File: config.mk
export PLATFORM = sky130hd
export DESIGN_NAME = cbt_bit_timing
export DESIGN_NICKNAME = d
export VERILOG_FILES = /design/src/hw/cbt_pkg.sv /design/src/hw/cbt_link_if.sv /design/src/hw/cbt_bit_timing.sv /design/src/hw/cbt_prescaler.sv /design/src/hw/cbt_sampler.sv
export SDC_FILE = /design/constraint.sdc
export NUM_CORES = 1
export LEC_CHECK = 0
export CORE_MARGIN = 1
export CORE_UTILIZATION = 60
export CTS_BUF_LIST = sky130_fd_sc_hd__clkbuf_4 sky130_fd_sc_hd__clkbuf_8
export DETAILED_ROUTE_END_ITERATION = 7
export DONT_BUFFER_PORTS = 1
export GPL_ROUTABILITY_DRIVEN = 0
export PLACE_DENSITY = 0.75
export SYNTH_ARGS = -nofsm -noshare
export SYNTH_HDL_FRONTEND = slang
export SYNTH_SLANG_ARGS = --single-unit
File: constraint.sdc
create_clock -name clk -period 5.1 [get_ports clk]
set_input_delay 1.02 -clock clk [delete_from_list [all_inputs] [get_ports clk]]
set_output_delay 1.02 -clock clk [all_outputs]
set_load 0.02 [all_outputs]
File: src/hw/cbt_pkg.sv
// constants and types shared by the bit timing block
package cbt_pkg;

    // ========================================================
    // field widths
    localparam int CBT_PRESCALE_W = 6;
    localparam int CBT_SEG_W = 3;
    localparam int CBT_SJW_W = 2;
    localparam int CBT_LEN_W = 4;
    localparam int CBT_ERR_W = 5;

    // ========================================================
    // operating mode codes
    localparam logic [2:0] CBT_MODE_NORMAL = 3'h0;
    localparam logic [2:0] CBT_MODE_CONFIG = 3'h4;
    localparam logic [2:0] CBT_MODE_RST = 3'h4;

    // ========================================================
    // first timing register layout
    localparam int CBT_F1_PRESCALE_LSB = 0;
    localparam int CBT_F1_SJW_LSB = 6;
    localparam logic [7:0] CBT_CFG1_RST = 8'h00;

    // ========================================================
    // second timing register layout
    localparam int CBT_F2_PROP_LSB = 0;
    localparam int CBT_F2_PH1_LSB = 3;
    localparam int CBT_F2_SAM_BIT = 6;
    localparam int CBT_F2_PH2SEL_BIT = 7;
    localparam int CBT_F2_PH2_LSB = 8;
    localparam logic [15:0] CBT_CFG2_RST = 16'h0000;

    // ========================================================
    // bit segments, gray coded along the bit
    typedef enum logic [1:0] {
        CBT_SEG_SYNC = 2'h0,
        CBT_SEG_PROP = 2'h1,
        CBT_SEG_PH1 = 2'h3,
        CBT_SEG_PH2 = 2'h2
    } cbt_seg_t;

endpackage : cbt_pkg

File: src/hw/cbt_link_if.sv
// internal links between the bit timing core and its helpers
`timescale 1ns/1ps
interface cbt_link_if;
    import cbt_pkg::*;
    logic [CBT_PRESCALE_W-1:0] prescale;
    logic restart;
    logic tq_tick;
    logic rx;
    logic rx_major;

    modport pre (input prescale, input restart, output tq_tick);
    modport smp (input rx, input tq_tick, output rx_major);
    modport core (output prescale, output restart, input tq_tick,
                  output rx, input rx_major);
endinterface : cbt_link_if

File: src/hw/cbt_bit_timing.sv
// bit timing core: segments, sampling, synchronisation, mode
//
// Function
// - each bit is four back to back segments of whole quanta
// - sync segment is exactly one quantum
// - late edge lengthens phase one, delaying the sample point
// - early edge shortens phase two, advancing the next bit
// - phase two from its own field when selected, else from phase one
// - bus is sampled at the phase one to phase two boundary
// - sampling-mode bit set: three samples, majority wins
// - sampling-mode bit clear: one sample decides the bit
// - hard sync once at frame start, resync only inside frames
// - start-of-frame falling edge restarts bit timing
// - edge outside sync adjusts phase by error, capped by jump width
// - jump width from first register bits 7:6, 1 to 4 quanta
// - every length field holds length minus one
// - quantum tick is clock over two times (prescale plus one)
// - bit length is the sum of the four segments
// - mode requested is entered only while the bus is idle, and reported back
`timescale 1ns/1ps
module cbt_bit_timing
    import cbt_pkg::*;
#(
    parameter int PRESCALE_W = 6,
    parameter int SEG_W = 3
)
(
    input wire logic clk,
    input wire logic rst_n,
    input wire logic [2:0] requested_operating_mode,
    input wire logic bus_idle,
    input wire logic bus_rx,
    input wire logic timing_config_first_wr,
    input wire logic [7:0] timing_config_first_wdata,
    input wire logic timing_config_second_wr,
    input wire logic [15:0] timing_config_second_wdata,
    output logic [2:0] current_operating_mode,
    output logic [7:0] timing_config_first,
    output logic [15:0] timing_config_second,
    output logic sample_point,
    output logic sampled_bit,
    output logic bit_start,
    output logic [1:0] bit_segment
);

    // ========================================================
    // elaboration check
    if (PRESCALE_W != CBT_PRESCALE_W || SEG_W != CBT_SEG_W)
    begin : g_bad_width
        $error("cbt_bit_timing: field widths are fixed by the registers");
    end

    typedef struct packed {
        cbt_seg_t seg;
        logic [CBT_LEN_W-1:0] cnt;
        logic [CBT_LEN_W-1:0] ext;
        logic [CBT_LEN_W-1:0] cut;
        logic resynced;
        logic rx_prev;
        logic [2:0] mode;
        logic [7:0] cfg1;
        logic [15:0] cfg2;
        logic sample;
        logic bit_val;
        logic bit_start;
    } cbt_core_t;

    cbt_core_t q;
    cbt_core_t d;
    cbt_link_if lk ();

    logic run;
    logic fall;
    logic restart_c;
    logic [CBT_LEN_W-1:0] prop_len;
    logic [CBT_LEN_W-1:0] ph1_len;
    logic [CBT_LEN_W-1:0] ph2_len;
    logic [CBT_LEN_W-1:0] sjw_len;
    logic [CBT_ERR_W-1:0] err;
    logic [CBT_ERR_W-1:0] rem;
    logic [CBT_LEN_W-1:0] step;

    // ========================================================
    // helpers
    cbt_prescaler u_prescaler (
        .clk (clk),
        .rst_n (rst_n),
        .lk (lk.pre)
    );

    cbt_sampler u_sampler (
        .clk (clk),
        .rst_n (rst_n),
        .lk (lk.smp)
    );

    assign lk.prescale = q.cfg1[CBT_F1_PRESCALE_LSB +: CBT_PRESCALE_W];
    assign lk.restart = restart_c;
    assign lk.rx = bus_rx;

    // ========================================================
    // decoded lengths
    // fields hold length minus one
    assign prop_len = {1'b0, q.cfg2[CBT_F2_PROP_LSB +: CBT_SEG_W]}
                    + CBT_LEN_W'(1);
    assign ph1_len = {1'b0, q.cfg2[CBT_F2_PH1_LSB +: CBT_SEG_W]}
                   + CBT_LEN_W'(1);
    assign ph2_len = q.cfg2[CBT_F2_PH2SEL_BIT]
                   ? {1'b0, q.cfg2[CBT_F2_PH2_LSB +: CBT_SEG_W]}
                     + CBT_LEN_W'(1)
                   : ph1_len;
    assign sjw_len = {2'b00, q.cfg1[CBT_F1_SJW_LSB +: CBT_SJW_W]}
                   + CBT_LEN_W'(1);

    assign run = (q.mode != CBT_MODE_CONFIG);
    assign fall = q.rx_prev & ~bus_rx;

    always_comb
    begin
        if (q.seg == CBT_SEG_PROP)
            err = {1'b0, q.cnt} + CBT_ERR_W'(1);
        else
            err = {1'b0, prop_len} + {1'b0, q.cnt} + CBT_ERR_W'(1);
        rem = {1'b0, ph2_len} - {1'b0, q.cut} - {1'b0, q.cnt};
        step = (err > {1'b0, sjw_len}) ? sjw_len : err[CBT_LEN_W-1:0];
    end

    // ========================================================
    // next state
    always_comb
    begin
        d = q;
        restart_c = 1'b0;
        d.sample = 1'b0;
        d.bit_start = 1'b0;
        d.rx_prev = bus_rx;

        if (bus_idle)
            d.mode = requested_operating_mode;

        if (timing_config_first_wr && q.mode == CBT_MODE_CONFIG)
            d.cfg1 = timing_config_first_wdata;
        if (timing_config_second_wr && q.mode == CBT_MODE_CONFIG)
            d.cfg2 = timing_config_second_wdata;

        if (!run)
        begin
            d.seg = CBT_SEG_SYNC;
            d.cnt = '0;
            d.ext = '0;
            d.cut = '0;
            d.resynced = 1'b0;
            restart_c = 1'b1;
        end
        // hard sync only while no frame runs
        else if (fall && bus_idle)
        begin
            d.seg = CBT_SEG_SYNC;
            d.cnt = '0;
            d.ext = '0;
            d.cut = '0;
            d.resynced = 1'b1;
            d.bit_start = 1'b1;
            restart_c = 1'b1;
        end
        else
        begin
            if (fall && !q.resynced && q.seg != CBT_SEG_SYNC)
            begin
                d.resynced = 1'b1;
                if (q.seg != CBT_SEG_PH2)
                begin
                    d.ext = step;
                end
                // early edge within jump width starts next bit
                else if (rem <= {1'b0, sjw_len})
                begin
                    d.seg = CBT_SEG_SYNC;
                    d.cnt = '0;
                    d.ext = '0;
                    d.cut = '0;
                    d.bit_start = 1'b1;
                    restart_c = 1'b1;
                end
                else
                begin
                    d.cut = sjw_len;
                end
            end

            if (lk.tq_tick && !restart_c)
            begin
                case (q.seg)
                    CBT_SEG_SYNC:
                    begin
                        d.seg = CBT_SEG_PROP;
                        d.cnt = '0;
                    end
                    CBT_SEG_PROP:
                    begin
                        if (q.cnt + CBT_LEN_W'(1) >= prop_len)
                        begin
                            d.seg = CBT_SEG_PH1;
                            d.cnt = '0;
                        end
                        else
                            d.cnt = q.cnt + CBT_LEN_W'(1);
                    end
                    CBT_SEG_PH1:
                    begin
                        if (q.cnt + CBT_LEN_W'(1) >= ph1_len + d.ext)
                        begin
                            d.seg = CBT_SEG_PH2;
                            d.cnt = '0;
                            d.sample = 1'b1;
                            d.bit_val = q.cfg2[CBT_F2_SAM_BIT]
                                      ? lk.rx_major : bus_rx;
                        end
                        else
                            d.cnt = q.cnt + CBT_LEN_W'(1);
                    end
                    CBT_SEG_PH2:
                    begin
                        // bit ends after the fourth segment
                        if (q.cnt + d.cut + CBT_LEN_W'(1) >= ph2_len)
                        begin
                            d.seg = CBT_SEG_SYNC;
                            d.cnt = '0;
                            d.ext = '0;
                            d.cut = '0;
                            d.resynced = 1'b0;
                            d.bit_start = 1'b1;
                        end
                        else
                            d.cnt = q.cnt + CBT_LEN_W'(1);
                    end
                    default:
                    begin
                        d.seg = CBT_SEG_SYNC;
                        d.cnt = '0;
                    end
                endcase
            end
        end
    end

    // ========================================================
    // state register
    always_ff @(posedge clk or negedge rst_n)
    begin
        if (!rst_n)
        begin
            q <= '0;
            q.seg <= CBT_SEG_SYNC;
            q.rx_prev <= 1'b1;
            q.mode <= CBT_MODE_RST;
            q.cfg1 <= CBT_CFG1_RST;
            q.cfg2 <= CBT_CFG2_RST;
            q.bit_val <= 1'b1;
        end
        else
            q <= d;
    end

    // ========================================================
    // outputs
    assign current_operating_mode = q.mode;
    assign timing_config_first = q.cfg1;
    assign timing_config_second = q.cfg2;
    assign sample_point = q.sample;
    assign sampled_bit = q.bit_val;
    assign bit_start = q.bit_start;
    assign bit_segment = q.seg;

    // ========================================================
    // checks
    property p_hold_cfg;
        @(posedge clk) disable iff (!rst_n)
        q.mode == CBT_MODE_CONFIG |=> q.seg == CBT_SEG_SYNC && q.cnt == '0;
    endproperty
    a_hold_cfg: assert property (p_hold_cfg)
        else $error("segments run in configuration mode");

    property p_sync_one;
        @(posedge clk) disable iff (!rst_n)
        q.seg == CBT_SEG_SYNC && lk.tq_tick && run && !restart_c
            |=> q.seg == CBT_SEG_PROP;
    endproperty
    a_sync_one: assert property (p_sync_one)
        else $error("sync segment not one quantum");

    property p_sample_edge;
        @(posedge clk) disable iff (!rst_n)
        q.sample |-> $past(q.seg) == CBT_SEG_PH1 && q.seg == CBT_SEG_PH2;
    endproperty
    a_sample_edge: assert property (p_sample_edge)
        else $error("sample not at phase boundary");

    property p_triple;
        @(posedge clk) disable iff (!rst_n)
        q.sample && q.cfg2[CBT_F2_SAM_BIT] |-> q.bit_val == $past(lk.rx_major);
    endproperty
    a_triple: assert property (p_triple)
        else $error("triple sample not majority");

    property p_single;
        @(posedge clk) disable iff (!rst_n)
        q.sample && !q.cfg2[CBT_F2_SAM_BIT] |-> q.bit_val == $past(bus_rx);
    endproperty
    a_single: assert property (p_single)
        else $error("single sample wrong");

    property p_hard_sync;
        @(posedge clk) disable iff (!rst_n)
        run && fall && bus_idle
            |=> q.seg == CBT_SEG_SYNC && q.cnt == '0 && q.bit_start;
    endproperty
    a_hard_sync: assert property (p_hard_sync)
        else $error("hard sync did not restart bit");

    property p_cap;
        @(posedge clk) disable iff (!rst_n)
        q.ext != '0 || q.cut != '0 |-> q.ext <= sjw_len && q.cut <= sjw_len;
    endproperty
    a_cap: assert property (p_cap)
        else $error("phase change beyond jump width");

    property p_mode;
        @(posedge clk) disable iff (!rst_n)
        bus_idle |=> q.mode == $past(requested_operating_mode);
    endproperty
    a_mode: assert property (p_mode)
        else $error("requested mode not reported");

    property p_lock;
        @(posedge clk) disable iff (!rst_n)
        q.mode != CBT_MODE_CONFIG |=> $stable(q.cfg1) && $stable(q.cfg2);
    endproperty
    a_lock: assert property (p_lock)
        else $error("timing changed outside configuration");

endmodule : cbt_bit_timing

File: src/hw/cbt_prescaler.sv
// time quantum tick generator
`timescale 1ns/1ps
module cbt_prescaler
    import cbt_pkg::*;
(
    input wire logic clk,
    input wire logic rst_n,
    cbt_link_if.pre lk
);

    typedef struct packed {
        logic [CBT_PRESCALE_W:0] cnt;
        logic [CBT_PRESCALE_W+1:0] gap;
    } cbt_pre_t;

    cbt_pre_t q;
    cbt_pre_t d;
    logic [CBT_PRESCALE_W:0] limit;

    // ========================================================
    // divider
    // two clocks per prescale step
    assign limit = {lk.prescale, 1'b1};
    assign lk.tq_tick = (q.cnt == limit);

    always_comb
    begin
        d = q;
        if (lk.restart || lk.tq_tick)
        begin
            d.cnt = '0;
            d.gap = (CBT_PRESCALE_W+2)'(1);
        end
        else
        begin
            d.cnt = q.cnt + (CBT_PRESCALE_W+1)'(1);
            d.gap = q.gap + (CBT_PRESCALE_W+2)'(1);
        end
    end

    always_ff @(posedge clk or negedge rst_n)
    begin
        if (!rst_n)
            q <= '0;
        else
            q <= d;
    end

    // ========================================================
    // checks
    property p_tq_period;
        @(posedge clk) disable iff (!rst_n)
        lk.tq_tick |-> q.gap == ({1'b0, limit} + (CBT_PRESCALE_W+2)'(1));
    endproperty
    a_tq_period: assert property (p_tq_period)
        else $error("quantum tick period wrong");

endmodule : cbt_prescaler

File: src/hw/cbt_sampler.sv
// bus sample history and three-sample majority
`timescale 1ns/1ps
module cbt_sampler
    import cbt_pkg::*;
(
    input wire logic clk,
    input wire logic rst_n,
    cbt_link_if.smp lk
);

    typedef struct packed {
        logic [1:0] hist;
    } cbt_smp_t;

    cbt_smp_t q;
    cbt_smp_t d;

    // ========================================================
    // history and vote
    // majority of three
    assign lk.rx_major = (q.hist[1] & q.hist[0]) | (q.hist[1] & lk.rx)
                       | (q.hist[0] & lk.rx);

    always_comb
    begin
        d = q;
        if (lk.tq_tick)
            d.hist = {q.hist[0], lk.rx};
    end

    always_ff @(posedge clk or negedge rst_n)
    begin
        if (!rst_n)
            q <= '1;
        else
            q <= d;
    end

endmodule : cbt_sampler

# Yosys cells after proc, flatten, opt, wreduce, memory -nomap -nowiden
# Index checks and enable logic that the tools add are counted.
# Widths: inputs -> output; s select.
[classes] addsub=15 eq_ne=10 n_reduce_logical=13 muxes=40 bitwise=8 magnitude_cmp=5
[ops] cell="$mux 15" n=7
[ops] cell="$mux 4" n=7
[ops] cell="$pmux 6 s4" n=1
[ops] cell="$mux 9" n=2
[ops] cell="$add 3x1->4 const B" n=3
[ops] cell="$ge 4x4->1" n=3
[ops] cell="$mux 2" n=6
[ops] cell="$mux 1" n=11
[ops] cell="$mux 10" n=1
[ops] cell="$mux 3" n=3
[ops] cell="$add 4x1->4 const B" n=2
[ops] cell="$add 4x4->4" n=2
[ops] cell="$add 8x1->8 const B" n=1
[ops] cell="$ne 4x1->1 const B" n=2
[ops] cell="$add 7x1->7 const B" n=1
[ops] cell="$eq 7x7->1" n=1
[ops] cell="$logic_and 1x1->1" n=6
[ops] cell="$mux 6" n=1
[ops] cell="$add 4x1->5 const B" n=1
[ops] cell="$add 4x4->5" n=1
[ops] cell="$add 5x1->5 const B" n=1
[ops] cell="$gt 5x3->1" n=1
[ops] cell="$le 5x3->1" n=1
[ops] cell="$mux 5" n=1
[ops] cell="18 further kinds" n=25
[word_totals] reg_bits=63 out_inout_bits=32 input_bits=33 elab_cells=106

# Logic depth before layout (Yosys ltp)
# Gate-level depths: netlist of run 1.
[depth] ltp_word=18 ltp_mapped=26 mapped_depth_nobuf=26

# Hierarchy
# Synthesis of run 1 repeated with hierarchy kept, for this count alone.
[unflattened] hier_cells=381 hier_area_um2=3993.8
[modules_own_cells] module="cbt_bit_timing" area_per_inst_um2=3475.8 n_inst=1 cells_each=335 seq_area_each_um2=1154.9
[modules_own_cells] module="cbt_prescaler" area_per_inst_um2=431.7 n_inst=1 cells_each=41 seq_area_each_um2=175.2
[modules_own_cells] module="cbt_sampler" area_per_inst_um2=86.3 n_inst=1 cells_each=5 seq_area_each_um2=52.6

# Least setup slack after synthesis of run 1
# OpenSTA, ideal clock, no wires.
[synth_timing] kind="reg-to-reg" start="reg q, in the netlist timing_config_second[3]" end="reg q[40] (netlist bit)" path_buffers=0 path_slack_ps=-299 t_required_ps=5021 stages_incl_launch_ff=25 t_arrival_ps=5320 period_less_slack_ps=5399 setup_ps=79 path_cell_list="dfrtp_1 -> ha_1 -> xor2_1 -> o21ai_0 -> inv_1 -> fa_1 -> ha_1 -> xnor2_1 -> ha_1 -> o21ai_0 -> a32oi_1 -> nor4_2 -> nor3b_1 -> or2_1 -> ha_1 -> a21o_1 -> a21oi_1 -> xnor2_1 -> xnor2_1 -> ha_1 -> a2111oi_0 -> o21ai_0 -> a221oi_1 -> nand3_1 -> mux2i_1"
[synth_between] elab_chain_cells=18 word_cells_on_any_way=34 cone_classes="6 x add/sub; 3 x order compare; 3 x eq/ne; 19 x mux; 3 x reduce/logical"
[synth_lines] element="from (decl)" line="cbt_bit_timing.sv:68" text="cbt_core_t q;"
[synth_lines] element="$add 3x1->4 *" line="cbt_bit_timing.sv:107" text="+ CBT_LEN_W'(1);"
[synth_lines] element="$mux 4" line="cbt_bit_timing.sv:109" text="? {1'b0, q.cfg2[CBT_F2_PH2_LSB +: CBT_SEG_W]}"
[synth_lines] element="$sub 4x4->5" line="cbt_bit_timing.sv:124" text="rem = {1'b0, ph2_len} - {1'b0, q.cut} - {1'b0, q.cnt};"
[synth_lines] element="$sub 5x4->5" line="cbt_bit_timing.sv:124"
[synth_lines] element="$le 5x3->1" line="cbt_bit_timing.sv:176" text="else if (rem <= {1'b0, sjw_len})"
[synth_lines] element="$mux 3" line="cbt_bit_timing.sv:176"
[synth_lines] element="$mux 4" line="cbt_bit_timing.sv:171" text="if (q.seg != CBT_SEG_PH2)"
[synth_lines] element="$mux 15" line="cbt_bit_timing.sv:168" text="if (fall && !q.resynced && q.seg != CBT_SEG_SYNC)"
[synth_lines] element="[... 2 more ...]"
[synth_lines] element="$add 4x4->4" line="cbt_bit_timing.sv:225" text="if (q.cnt + d.cut + CBT_LEN_W'(1) >= ph2_len)"
[synth_lines] element="$add 4x1->4" line="cbt_bit_timing.sv:225"
[synth_lines] element="$ge 4x4->1" line="cbt_bit_timing.sv:225"
[synth_lines] element="$mux 4" line="cbt_bit_timing.sv:225"
[synth_lines] element="$pmux 6 s4" line="cbt_bit_timing.sv:193" text="case (q.seg)"
[synth_lines] element="$mux 15" line="cbt_bit_timing.sv:191" text="if (lk.tq_tick && !restart_c)"
[synth_lines] element="$mux 15" line="cbt_bit_timing.sv:156" text="else if (fall && bus_idle)"
[synth_lines] element="$mux 15" line="cbt_bit_timing.sv:146" text="if (!run)"
# Every way passes the cells marked *; elsewhere a longest branch is shown, timed or not. The select of a mux whose other input is x is not followed.
# A chain may end at the register's enable or synchronous reset.

# Final worst setup path of run 1
[layout_timing] start="reg q, in the netlist timing_config_second[4]" end="reg q[40] (netlist bit)"
# The elaborated chain is that of the path after synthesis.

==> results of run 1 <==
-- report_power, final --
part | switching (uW) | internal (uW) | total (uW)
registers | 147 | 544 | 690
logic | 787 | 814 | 1600
clock network | 157 | 99.9 | 257
total | 1090 | 1460 | 2550
-- path summary, 6_finish.rpt --
| path | to | slack (ps) | cells after the start |
|---|---|---|---|
| worst max-delay path | q[40]$_DFFE_PN0P_ | -240 | 23 |
| worst min-delay path | q[33]$_DFF_PN0_ | 380 | 0 |
| worst max register to register | q[40]$_DFFE_PN0P_ | -240 | 23 |
| worst min register to register | u_prescaler.q[8]$_DFF_PN0_ | 500 | 1 |
| max in group asynchronous | u_sampler.q[1]$_DFFE_PN1N_ | 4540 | 0 |
| min in group clk | u_prescaler.q[8]$_DFF_PN0_ | 500 | 1 |
-- state kept, by name, indices dropped and copies added (netlist names) --
register and cells:
bit_segment 2, bit_start 1, current_operating_mode 3, q 14, sample_point 1, sampled_bit 1, timing_config_first 8, timing_config_second 16
u_prescaler.q 7, u_sampler.q 2
-- Yosys cell counts (6+ instances only) --
master    n
a21oi_1  10
buf_4    31
dfrtp_1  50
fa_1      7
ha_1     38
inv_1    34
mux2_2   26
mux2i_1   6
nand2_1  21
nand3_1  12
nor2_1   25
o21ai_0  16
xnor2_1  18
xor2_1   10
-- layout make-up --
cell class / instances / area, um^2 / area share, %
clock inverters: 3 / 22.52 / 0.4871
flip-flops and latches: 55 / 1383 / 29.91
multi-input cells: 258 / 2462 / 53.26
well taps: 75 / 93.84 / 2.030
clock buffers: 5 / 68.82 / 1.488
inverters: 34 / 127.6 / 2.760
repair buffers: 61 / 465.4 / 10.07
-- per-layer routing --
| metal | GRT usage (%) | vias up | wire length, um |
|---|---|---|---|
| met5 | 0 | - | 0 |
| met4 | 13.28 | 0 | 394 |
| met3 | 6.264 | 36 | 691 |
| met2 | 45.95 | 132 | 4814 |
| met1 | 35.02 | 1453 | 3706 |
| li1 | - | 1352 | - |
-- cells by family after synthesis --
group	after synthesis	share of synthesized area, %
AND/OR/NAND/NOR	99	14.00
buffers and inverters	69	9.762
flip-flops	55	35.49
AO/OA/AOI/OAI	52	8.960
adder cells (fa/ha/maj)	45	15.80
multiplexers	34	9.698
XOR/XNOR	28	6.294
-- timing repair --
action,4_1_cts,5_1_grt
gates resized for setup,29,29
setup endpoints to repair,16,18
setup buffers,3,8
pin swaps,25,24
-- per-stage QoR --
step	setup slack, ps	std cells	total power (uW)	util, %
2_1_floorplan	10.36	382	1577	-
6_report	-237.9	491	2549	75.84
4_1_cts	-207.5	483	2354	72.31
3_5_place_dp	-337.6	472	1934	67.77
3_3_place_gp	-91.25	472	1887	67.77
5_1_grt	-439.7	491	2713	75.84
==> impl_metrics.sql, run 1 <==
INSERT INTO impl_metrics (metric_group, metric, value, unit) VALUES
('status', 'outcome', 'complete, but fails checks', ''),
('status', 'failed_checks', 'negative setup slack', ''),
('sta', 'max_freq', '187.3', 'MHz'),
('synthesis', 'postSynthCellCount', '382', ''),
('critical_path', 'cp_peak_stage_delay', '480', 'ps'),
('die', 'coreArea', '0.006096', 'mm^2'),
('sta', 'fin_ws', '-237.9', 'ps'),
('sta', 'grt_setup_unrepaired', 'true', ''),
('critical_path', 'worst_setup_path_end_kind', 'flip-flop', ''),
('drt', 'post_drt_wl_per_cell', '19.57', 'um'),
('critical_path', 'critical_path.startpoint', 'timing_config_second[4]$_DFFE_PN0P_', ''),
('drt', 'route.vias.total', '2973', ''),
('drt', 'dr.pass1.iters', '5', ''),
('die', 'die_area', '0.006820', 'mm^2'),
('critical_path', 'path_max_fanout', '3', ''),
('worst_hold_path', 'holdCritPathClass', 'primary input to async pin', ''),
('pwr', 'power_density', '551.3', 'mW/mm^2'),
('synthesis', 'post_synth_top_flop', 'dfrtp_1', ''),
('die', 'chipWidth', '82.59', 'um'),
('cells_and_area', 'fill_cells', '399', ''),
('sta', 'timing.setup.tns', '-1225', 'ps'),
('cts', 'cts_root_buf', 'clkbuf_8', ''),
('synthesis', 'synth_top_area_share', '32.11', '%'),
('synthesis', 'synthTopCellsByArea', 'dfrtp_1, ha_1, mux2_2', ''),
('pwr', 'leakage', '0.002149', 'uW'),
('place', 'post_dp_cell_area', '0.004131', 'mm^2'),
('pwr', 'vdd_ir_drop_max', '0.3368', 'mV'),
('critical_path', 'crit_slowest_cell', 'fa_1', ''),
('run', 'max_cap_viol_count', '0', ''),
('sta', 'drv_slew', '0', ''),
('sta', 'max_slew.worst_pin.slew', '842.4', 'ps'),
('critical_path', 'critical_path.top_delay_family', 'adder cells', ''),
('synthesis', 'ys.warnings.count', '0', ''),
('synthesis', 'synthesis.area_per_instance', '10.20', 'um^2'),
('cells_and_area', 'finish.net_count', '493', ''),
('cts', 'cts_tree', 'yes', ''),
('cells_and_area', 'antenna-diode-count', '0', ''),
('global_route', 'grt_pass1_vias', '2892', ''),
('synthesis', 'ys_ff_latch', '55', ''),
('die', 'placement_rows', '28', ''),
('sta', 'timing.max_slew.rel_slack', '43.84', '%'),
('critical_path', 'cp.arrival', '5560', 'ps'),
('synthesis', 'synth-edff-count', '0', ''),
('drt', 'drtIter0Drc', '205', ''),
('synthesis', 'distinct_cells_synth', '54', ''),
('synthesis', 'synth_sequential_area_ratio', '35.48', '%'),
('cts', 'cts.hold.buffers_added', '0', ''),
('drt', 'detail_route.wirelength', '9.607', 'mm'),
('synthesis', 'synth_area_leader_cell', 'dfrtp_1', ''),
('place', 'dp_hpwl', '6.467', 'mm'),
('die', 'io-pin-count', '65', ''),
('drt', 'drc', '0', ''),
('die', 'initial_utilization', '63.92', '%'),
('sta', 'finalHoldViolCount', '0', ''),
('cts', 'tritoncts_buffer_count', '5', ''),
('global_route', 'grt_antenna_before_repair', '0', ''),
('drt', 'via_per_inst', '6.055', ''),
('cells_and_area', 'area.growth.synth_to_final', '18.66', '%'),
('global_route', 'gr_usage_total', '28.01', '%'),
('critical_path', 'crit_path_category', 'flip-flop to flip-flop', ''),
('critical_path', 'timing.critical_path.from_type', 'flip-flop', ''),
('sta', 'fin_crit_sh', '104.7', '%'),
('sta', 'fin_hold_ws', '377.5', 'ps'),
('synthesis', 'syn-cell-area', '0.003896', 'mm^2'),
('cells_and_area', 'stdcell_area', '0.004623', 'mm^2'),
('drt', 'detail-route-antenna-nets', '0', ''),
('cells_and_area', 'layout-drive-gt1-share', '38.46', '%'),
('place', 'buffer_ports.inserted', '0', ''),
('cts', 'clock_sinks', '55', ''),
('global_route', 'global_route_wire_length_before_repair', '13.84', 'mm'),
('sta', 'final-setup-viol-count', '12', '');
Power figures use the tool's default switching activity.
==> inputs of run 2 (changes only) <==
--- a/config.mk
+++ b/config.mk
@@ -15,3 +15,4 @@
 export SYNTH_ARGS = -nofsm -noshare
 export SYNTH_HDL_FRONTEND = slang
 export SYNTH_SLANG_ARGS = --single-unit
+export TNS_END_PERCENT = 30
==> constraint.sdc (replaced) <==
create_clock -name clk -period 5.1 [get_ports clk]
set_input_delay 1.02 -clock clk [delete_from_list [all_inputs] [get_ports clk]]
set_output_delay 1.02 -clock clk [all_outputs]
set_load 0.005 [all_outputs]
==> impl_metrics.sql, run 2 (synthesized netlist as in run 1, its figures left out) <==
INSERT INTO impl_metrics (metric_group, metric, value, unit) VALUES
('sta', 'drv_slew', '0', ''),
('cells_and_area', 'area.growth.synth_to_final', '17.34', '%'),
('cells_and_area', 'final_core_utilization', '75.00', '%'),
('cells_and_area', 'layout-drive-gt1-share', '38.12', '%'),
('global_route', 'gr_usage_total', '26.60', '%'),
('pwr', 'power_density', '549.5', 'mW/mm^2'),
('drt', 'post_drt_wl_per_cell', '18.56', 'um'),
('status', 'outcome', 'complete, but fails checks', ''),
('drt', 'drtIter0Drc', '218', ''),
('die', 'io-pin-count', '65', ''),
('cells_and_area', 'regArea', '0.001384', 'mm^2'),
('worst_hold_path', 'holdCritPathClass', 'primary input to async pin', ''),
('cts', 'tritoncts_buffer_count', '5', ''),
('cells_and_area', 'fill_cells', '408', ''),
('place', 'dp_hpwl', '6.222', 'mm'),
('critical_path', 'path_buf_inv', '2', ''),
('sta', 'fin_crit', '5170', 'ps'),
('drt', 'route.vias.total', '2819', ''),
('pwr', 'seq_power_share', '25.6', '%'),
('sta', 'max_slew.worst_pin.slew', '817.6', 'ps'),
('drt', 'via_per_inst', '5.885', ''),
('critical_path', 'cp.arrival', '5430', 'ps'),
('drt', 'detail-route-antenna-nets', '0', ''),
('cells_and_area', 'largest_register_ff_count', '16', ''),
('cts', 'cts.hold.buffers_added', '0', ''),
('global_route', 'global_route_wire_length_before_repair', '13.28', 'mm'),
('place', 'post_dp_cell_area', '0.004049', 'mm^2'),
('global_route', 'grt_pass1_vias', '2760', ''),
('sta', 'fin_ws', '-69.67', 'ps'),
('die', 'die_area', '0.006820', 'mm^2'),
('sta', 'fin_crit_sh', '101.4', '%'),
('global_route', 'grt_max_degree', '56', ''),
('sta', 'grt_setup_unrepaired', 'true', ''),
('cts', 'cts_root_buf', 'clkbuf_8', ''),
('cells_and_area', 'final_cells', '479', ''),
('cells_and_area', 'stdcell_area', '0.004572', 'mm^2'),
('sta', 'finalHoldViolCount', '0', ''),
('sta', 'max_freq', '193.4', 'MHz'),
('cts', 'clock_tree.htree_level_count', '2', ''),
('cts', 'clkTransAtPathRegs', '110', 'ps'),
('pwr', 'clockPowerShare', '10.7', '%'),
('critical_path', 'crit_slowest_cell', 'fa_1', ''),
('critical_path', 'worst_path_required', '5360', 'ps'),
('place', 'preCtsSetupSlack', '-281.0', 'ps'),
('critical_path', 'cpMostUsedCell', 'ha_1', ''),
('sta', 'timing.setup.tns', '-100.6', 'ps'),
('drt', 'detail_route.wirelength', '8.888', 'mm'),
('critical_path', 'timing.critical_path.from_type', 'flip-flop', ''),
('run', 'max_cap_viol_count', '0', ''),
('pwr', 'pwr-share-comb', '63.7', '%'),
('critical_path', 'path_max_fanout', '3', ''),
('global_route', 'grt_antenna_before_repair', '0', ''),
('die', 'coreArea', '0.006096', 'mm^2'),
('sta', 'timing.clock.skew', '15.44', 'ps'),
('cts', 'clock_sinks', '55', ''),
('critical_path', 'worst-r2r-cell-count', '23', ''),
('cts', 'clock_path_buffers', '2', ''),
('drt', 'dr.pass1.iters', '4', ''),
('cells_and_area', 'multiInputGateArea', '0.002489', 'mm^2'),
('pwr', 'p_int', '1492', 'uW'),
('critical_path', 'worst_setup_path_end_kind', 'flip-flop', ''),
('cts', 'cts_tree', 'yes', ''),
('die', 'placement_rows', '28', ''),
('die', 'initial_utilization', '63.92', '%'),
('critical_path', 'critical_path.top_delay_family', 'adder cells', ''),
('global_route', 'globalRouteOverflowTotal', '0', ''),
('die', 'die_h', '82.59', 'um'),
('cts', 'worst_skew_pair.late_latency', '320', 'ps'),
('critical_path', 'timing.critical_path.cells', 'ha_1, fa_1, mux2i_1, inv_1, ha_1, nor2b_1, o21ai_1, a32oi_1, a31oi_4, mux2i_2, or2_1, ha_1, a21o_1, a21oi_2, xnor2_1, xnor2_1, ha_2, o21a_1, nor2_2, buf_4, or3_4, nor2_4, mux2_4', ''),
('place', 'dpl.cell_count', '461', ''),
('pwr', 'net-switching-power', '1020', 'uW'),
('drt', 'drc', '0', ''),
('status', 'failed_checks', 'negative setup slack', ''),
('cells_and_area', 'antenna-diode-count', '0', ''),
('critical_path', 'logic_depth_of_the_worst_setup_path_including_buffers', '23', ''),
('sta', 'timing.max_slew.rel_slack', '45.49', '%'),
('die', 'chipWidth', '82.59', 'um'),
('cells_and_area', 'mostFrequentLayoutCell', 'dfrtp_1', ''),
('pwr', 'vdd_ir_drop_max', '0.4381', 'mV'),
('pwr', 'leakage', '0.002088', 'uW'),
('pwr', 'power.switching_fraction', '40.61', '%'),
('sta', 'final-setup-viol-count', '3', ''),
('place', 'buffer_ports.inserted', '0', ''),
('cells_and_area', 'final_cell_mix', 'dfrtp_1, buf_4, inv_1', ''),
('cells_and_area', 'finish.net_count', '481', ''),
('critical_path', 'crit_path_category', 'flip-flop to flip-flop', ''),
('critical_path', 'cp_peak_stage_delay', '490', 'ps');
run 2: final cells by class:
cell class / count / share of cell area, %
tap: 75 / 2.053
multi-input combinational: 258 / 54.43
inverter: 34 / 2.791
clock inverter: 2 / 0.4379
clock buffer: 6 / 1.806
sequential: 55 / 30.27
timing repair buffer: 49 / 8.210
run 2: final timing paths:
kind	start	to	slack [ps]
worst max-delay path	timing_config_second[0]$_DFFE_PN0P_	sampled_bit$_DFFE_PN1P_	-70
worst min-delay path	rst_n	q[33]$_DFF_PN0_	380
worst max register to register	timing_config_second[0]$_DFFE_PN0P_	sampled_bit$_DFFE_PN1P_	-70
worst min register to register	u_prescaler.q[8]$_DFF_PN0_	u_prescaler.q[8]$_DFF_PN0_	490
max in group asynchronous	rst_n	u_sampler.q[1]$_DFFE_PN1N_	4540
min in group clk	u_prescaler.q[8]$_DFF_PN0_	u_prescaler.q[8]$_DFF_PN0_	490
run 2: power groups by stage:
stage / sequential (uW) / clock (uW) / combinational (uW)
floorplan: 624 / 0 / 863
global route: 660 / 291 / 1710
finish: 643 / 270 / 1600
CTS: 642 / 278 / 1340
global placement: 644 / 0 / 1090
detailed placement: 649 / 0 / 1130
run 2: per-stage QoR:
| stage | power, uW | hold WS [ps] |
|---|---|---|
| after floorplan | 1488 | 446.9 |
| after global placement | 1738 | 477.6 |
| after detailed placement | 1782 | 486.2 |
| after CTS | 2263 | 375.5 |
| after global routing | 2664 | 362.6 |
| final | 2512 | 377.0 |
run 2: repair_timing:
action,in CTS,in global routing
pin swaps,29,30
buffers inserted,4,6
setup endpoints to repair,15,18
resized for setup,27,41
run 2: layer usage:
layer  up-vias  wire length (um)  track usage, %  part of all wire (%)
met5         -                 0               0                     0
met3        17               524           4.725                   5.9
met4         0               198           9.483                   2.2
met2       106              4436           45.37                    50
li1       1329                 -               -                     -
met1      1367              3727           33.85                    42
==> inputs of run 3 (changes only) <==
--- a/config.mk
+++ b/config.mk
@@ -5,12 +5,16 @@
 export SDC_FILE = /design/constraint.sdc
 export NUM_CORES = 1
 export LEC_CHECK = 0
+export ABC_AREA = 1
+export CELL_PAD_IN_SITES_DETAIL_PLACEMENT = 1
+export CELL_PAD_IN_SITES_GLOBAL_PLACEMENT = 1
 export CORE_MARGIN = 1
-export CORE_UTILIZATION = 60
+export CORE_UTILIZATION = 45
 export CTS_BUF_LIST = sky130_fd_sc_hd__clkbuf_4 sky130_fd_sc_hd__clkbuf_8
 export DETAILED_ROUTE_END_ITERATION = 7
 export DONT_BUFFER_PORTS = 1
 export GPL_ROUTABILITY_DRIVEN = 0
+export MAX_ROUTING_LAYER = met4
 export PLACE_DENSITY = 0.75
 export SYNTH_ARGS = -nofsm -noshare
 export SYNTH_HDL_FRONTEND = slang
==> impl_metrics.sql, run 3 <==
INSERT INTO impl_metrics (metric_group, metric, value, unit) VALUES
('sta', 'timing.clock.skew', '8.525', 'ps'),
('cts', 'cts_root_buf', 'clkbuf_8', ''),
('status', 'outcome', 'finished clean', ''),
('synthesis', 'synth_area_leader_cell', 'dfrtp_1', ''),
('drt', 'detail_route.wirelength', '10.02', 'mm'),
('die', 'die_h', '96.28', 'um'),
('synthesis', 'synthMostInstantiatedCell', 'nand2_1', ''),
('sta', 'max_freq', '201.6', 'MHz'),
('synthesis', 'ys_ff_latch', '55', ''),
('cts', 'clock_tree.htree_level_count', '2', ''),
('synthesis', 'syn-cell-area', '0.004000', 'mm^2'),
('drt', 'dr.pass1.iters', '6', ''),
('critical_path', 'cp.arrival', '5180', 'ps'),
('synthesis', 'synth_top_area_share', '31.28', '%'),
('synthesis', 'synthesis.area_per_instance', '8.299', 'um^2'),
('critical_path', 'cp_peak_stage_delay', '620', 'ps'),
('cts', 'clkTransAtPathRegs', '110', 'ps'),
('sta', 'timing.max_slew.rel_slack', '44.15', '%'),
('cells_and_area', 'layout-drive-gt1-share', '21.15', '%'),
('pwr', 'pwr-share-comb', '57.8', '%'),
('cells_and_area', 'mostFrequentLayoutCell', 'nand2_1', ''),
('global_route', 'global_route_wire_length_before_repair', '15.30', 'mm'),
('pwr', 'seq_power_share', '30.0', '%'),
('synthesis', 'ys_async_sr_fraction', '100.0', '%'),
('synthesis', 'synth-edff-count', '0', ''),
('sta', 'max_slew.worst_pin.slew', '835.7', 'ps'),
('pwr', 'clockPowerShare', '12.2', '%'),
('cells_and_area', 'area.growth.synth_to_final', '7.351', '%'),
('sta', 'fin_crit', '4961', 'ps'),
('pwr', 'p_int', '1140', 'uW'),
('cells_and_area', 'antenna-diode-count', '0', ''),
('synthesis', 'synth_top_cells_by_count', 'nand2_1, inv_1, dfrtp_1', ''),
('synthesis', 'mappedNetlistNets', '560', ''),
('global_route', 'grt_antenna_before_repair', '0', ''),
('die', 'placement_rows', '34', ''),
('drt', 'detail-route-antenna-nets', '0', ''),
('synthesis', 'ys.warnings.count', '0', ''),
('cts', 'worst_skew_pair.late_latency', '320', 'ps'),
('global_route', 'globalRouteOverflowTotal', '0', ''),
('run', 'max_cap_viol_count', '0', ''),
('global_route', 'gr_usage_total', '22.28', '%'),
('die', 'chipWidth', '96.28', 'um'),
('cts', 'cts.hold.buffers_added', '0', ''),
('worst_hold_path', 'holdCritPathClass', 'primary input to async pin', ''),
('drt', 'post_drt_wl_per_cell', '17.40', 'um'),
('place', 'dp_hpwl', '7.508', 'mm'),
('cts', 'tritoncts_buffer_count', '5', ''),
('sta', 'fin_crit_sh', '97.27', '%'),
('die', 'io-pin-count', '65', ''),
('die', 'coreArea', '0.008678', 'mm^2'),
('drt', 'via_per_inst', '5.382', ''),
('synthesis', 'synth_sequential_area_ratio', '34.56', '%'),
('drt', 'drtIter0Drc', '66', ''),
('synthesis', 'synthTopCellsByArea', 'dfrtp_1, ha_1, nand2_1', ''),
('critical_path', 'worst-r2r-cell-count', '29', ''),
('critical_path', 'ff2ff_setup_slack', '140', 'ps'),
('pwr', 'power_density', '486.8', 'mW/mm^2'),
('pwr', 'net-switching-power', '950.5', 'uW'),
('drt', 'route.vias.total', '3100', ''),
('sta', 'final-setup-viol-count', '0', ''),
('pwr', 'totalPowerFinal', '2091', 'uW'),
('critical_path', 'path_max_fanout', '8', ''),
('cells_and_area', 'largest_register_ff_count', '16', ''),
('cells_and_area', 'final_cell_mix', 'nand2_1, inv_1, dfrtp_1', ''),
('cts', 'cts_tree', 'yes', ''),
('place', 'buffer_ports.inserted', '0', ''),
('synthesis', 'distinct_cells_synth', '35', ''),
('synthesis', 'postSynthCellCount', '482', ''),
('pwr', 'power.switching_fraction', '45.47', '%'),
('critical_path', 'crit_slowest_cell', 'fa_1', ''),
('die', 'initial_utilization', '46.09', '%'),
('drt', 'drc', '0', ''),
('sta', 'timing.setup.tns', '0', 'ps'),
('cells_and_area', 'finish.net_count', '545', ''),
('cts', 'clock_path_buffers', '2', ''),
('global_route', 'grt_max_degree', '56', ''),
('sta', 'finalHoldViolCount', '0', ''),
('die', 'die_area', '0.009270', 'mm^2'),
('cts', 'clock_sinks', '55', ''),
('global_route', 'grt_pass1_vias', '3246', ''),
('pwr', 'leakage', '0.002210', 'uW'),
('critical_path', 'worst_path_required', '5320', 'ps'),
('critical_path', 'worst_setup_path_end_kind', 'flip-flop', ''),
('synthesis', 'post_synth_top_flop', 'dfrtp_1', ''),
('critical_path', 'crit_path_category', 'flip-flop to flip-flop', ''),
('sta', 'drv_slew', '0', ''),
('pwr', 'vdd_ir_drop_max', '0.2007', 'mV'),
('critical_path', 'timing.critical_path.from_type', 'flip-flop', '');
## run 3: cells by family (layout without fill, tap and decap cells)
family          count (synthesis)  after routing  synth area share [%]
simple gates                  195            195                 22.24
buf+inv                       111             97                 13.39
flops                          55             55                 34.56
fa+ha+maj                      45             45                 15.39
compound gates                 43             43                 6.131
mux                            17             17                 4.786
xor+xnor                       16             16                 3.503
## run 3: power groups by stage
stage / Clock [uW] / Sequential, uW / Combinational, uW
2_1_floorplan: 0 / 597 / 846
5_1_grt: 274 / 645 / 1370
6_report: 254 / 627 / 1210
3_5_place_dp: 0 / 635 / 984
4_1_cts: 261 / 626 / 1020
3_3_place_gp: 0 / 629 / 922
## run 3: final cells by class
class	instances	area, um^2
clock buffers	5	68.82
inverters	78	295.3
clock inverters	3	20.02
repair buffers	11	86.33
well taps	108	135.1
fillers	1074	4384
flip-flops and latches	55	1385
multi-input cells	316	2303
## run 3: per-layer routing
metal / vias to the layer above / GRT usage [%] / wire (um)
met3: 24 / 3.160 / 239
li1: 1488 / - / -
met1: 1545 / 27.18 / 4291
met5: - / - / 0
met4: 0 / 6.841 / 253
met2: 43 / 38.06 / 5239
## run 3: repair_timing
item	in CTS	in global routing
endpoints found under the setup margin	15	18
setup buffers	0	7
pin swaps	2	29
resized for setup	3	40
## run 3: path summary, 6_finish.rpt
check / startpoint / to
min in group clk: sampled_bit$_DFFE_PN1P_ / sampled_bit$_DFFE_PN1P_
hold / removal: rst_n / timing_config_first[7]$_DFFE_PN0P_
setup reg to reg: timing_config_second[4]$_DFFE_PN0P_ / q[34]$_DFF_PN0_
max in group asynchronous: rst_n / u_sampler.q[0]$_DFFE_PN1N_
setup / recovery: timing_config_second[4]$_DFFE_PN0P_ / q[34]$_DFF_PN0_
hold reg to reg: sampled_bit$_DFFE_PN1P_ / sampled_bit$_DFFE_PN1P_
## run 3: worst max-delay path, delay by kind of cell, from the launching register on
family                     cells  cell delay [ps]
AOI/OAI and AO/OA              1              160
xor gates and xnor gates       2              310
adders and majority gates      7             2250
buffers and inverters          5              340
DFF                            1              440
and+or+nand+nor               14             1350
## run 3: per-stage QoR
step | setup slack, ps | hold slack (ps) | cells | instance area (um^2) | util (%)
floorplan | 430.1 | 448.5 | 482 | 4000 | -
global placement | 90.39 | 468.9 | 561 | 3923 | 45.20
detailed placement | -135.1 | 475.7 | 561 | 3923 | 45.20
CTS | 2.568 | 373.8 | 569 | 4033 | 46.47
global route | -131.4 | 367.0 | 576 | 4294 | 49.48
finish | 139.1 | 376.4 | 576 | 4294 | 49.48
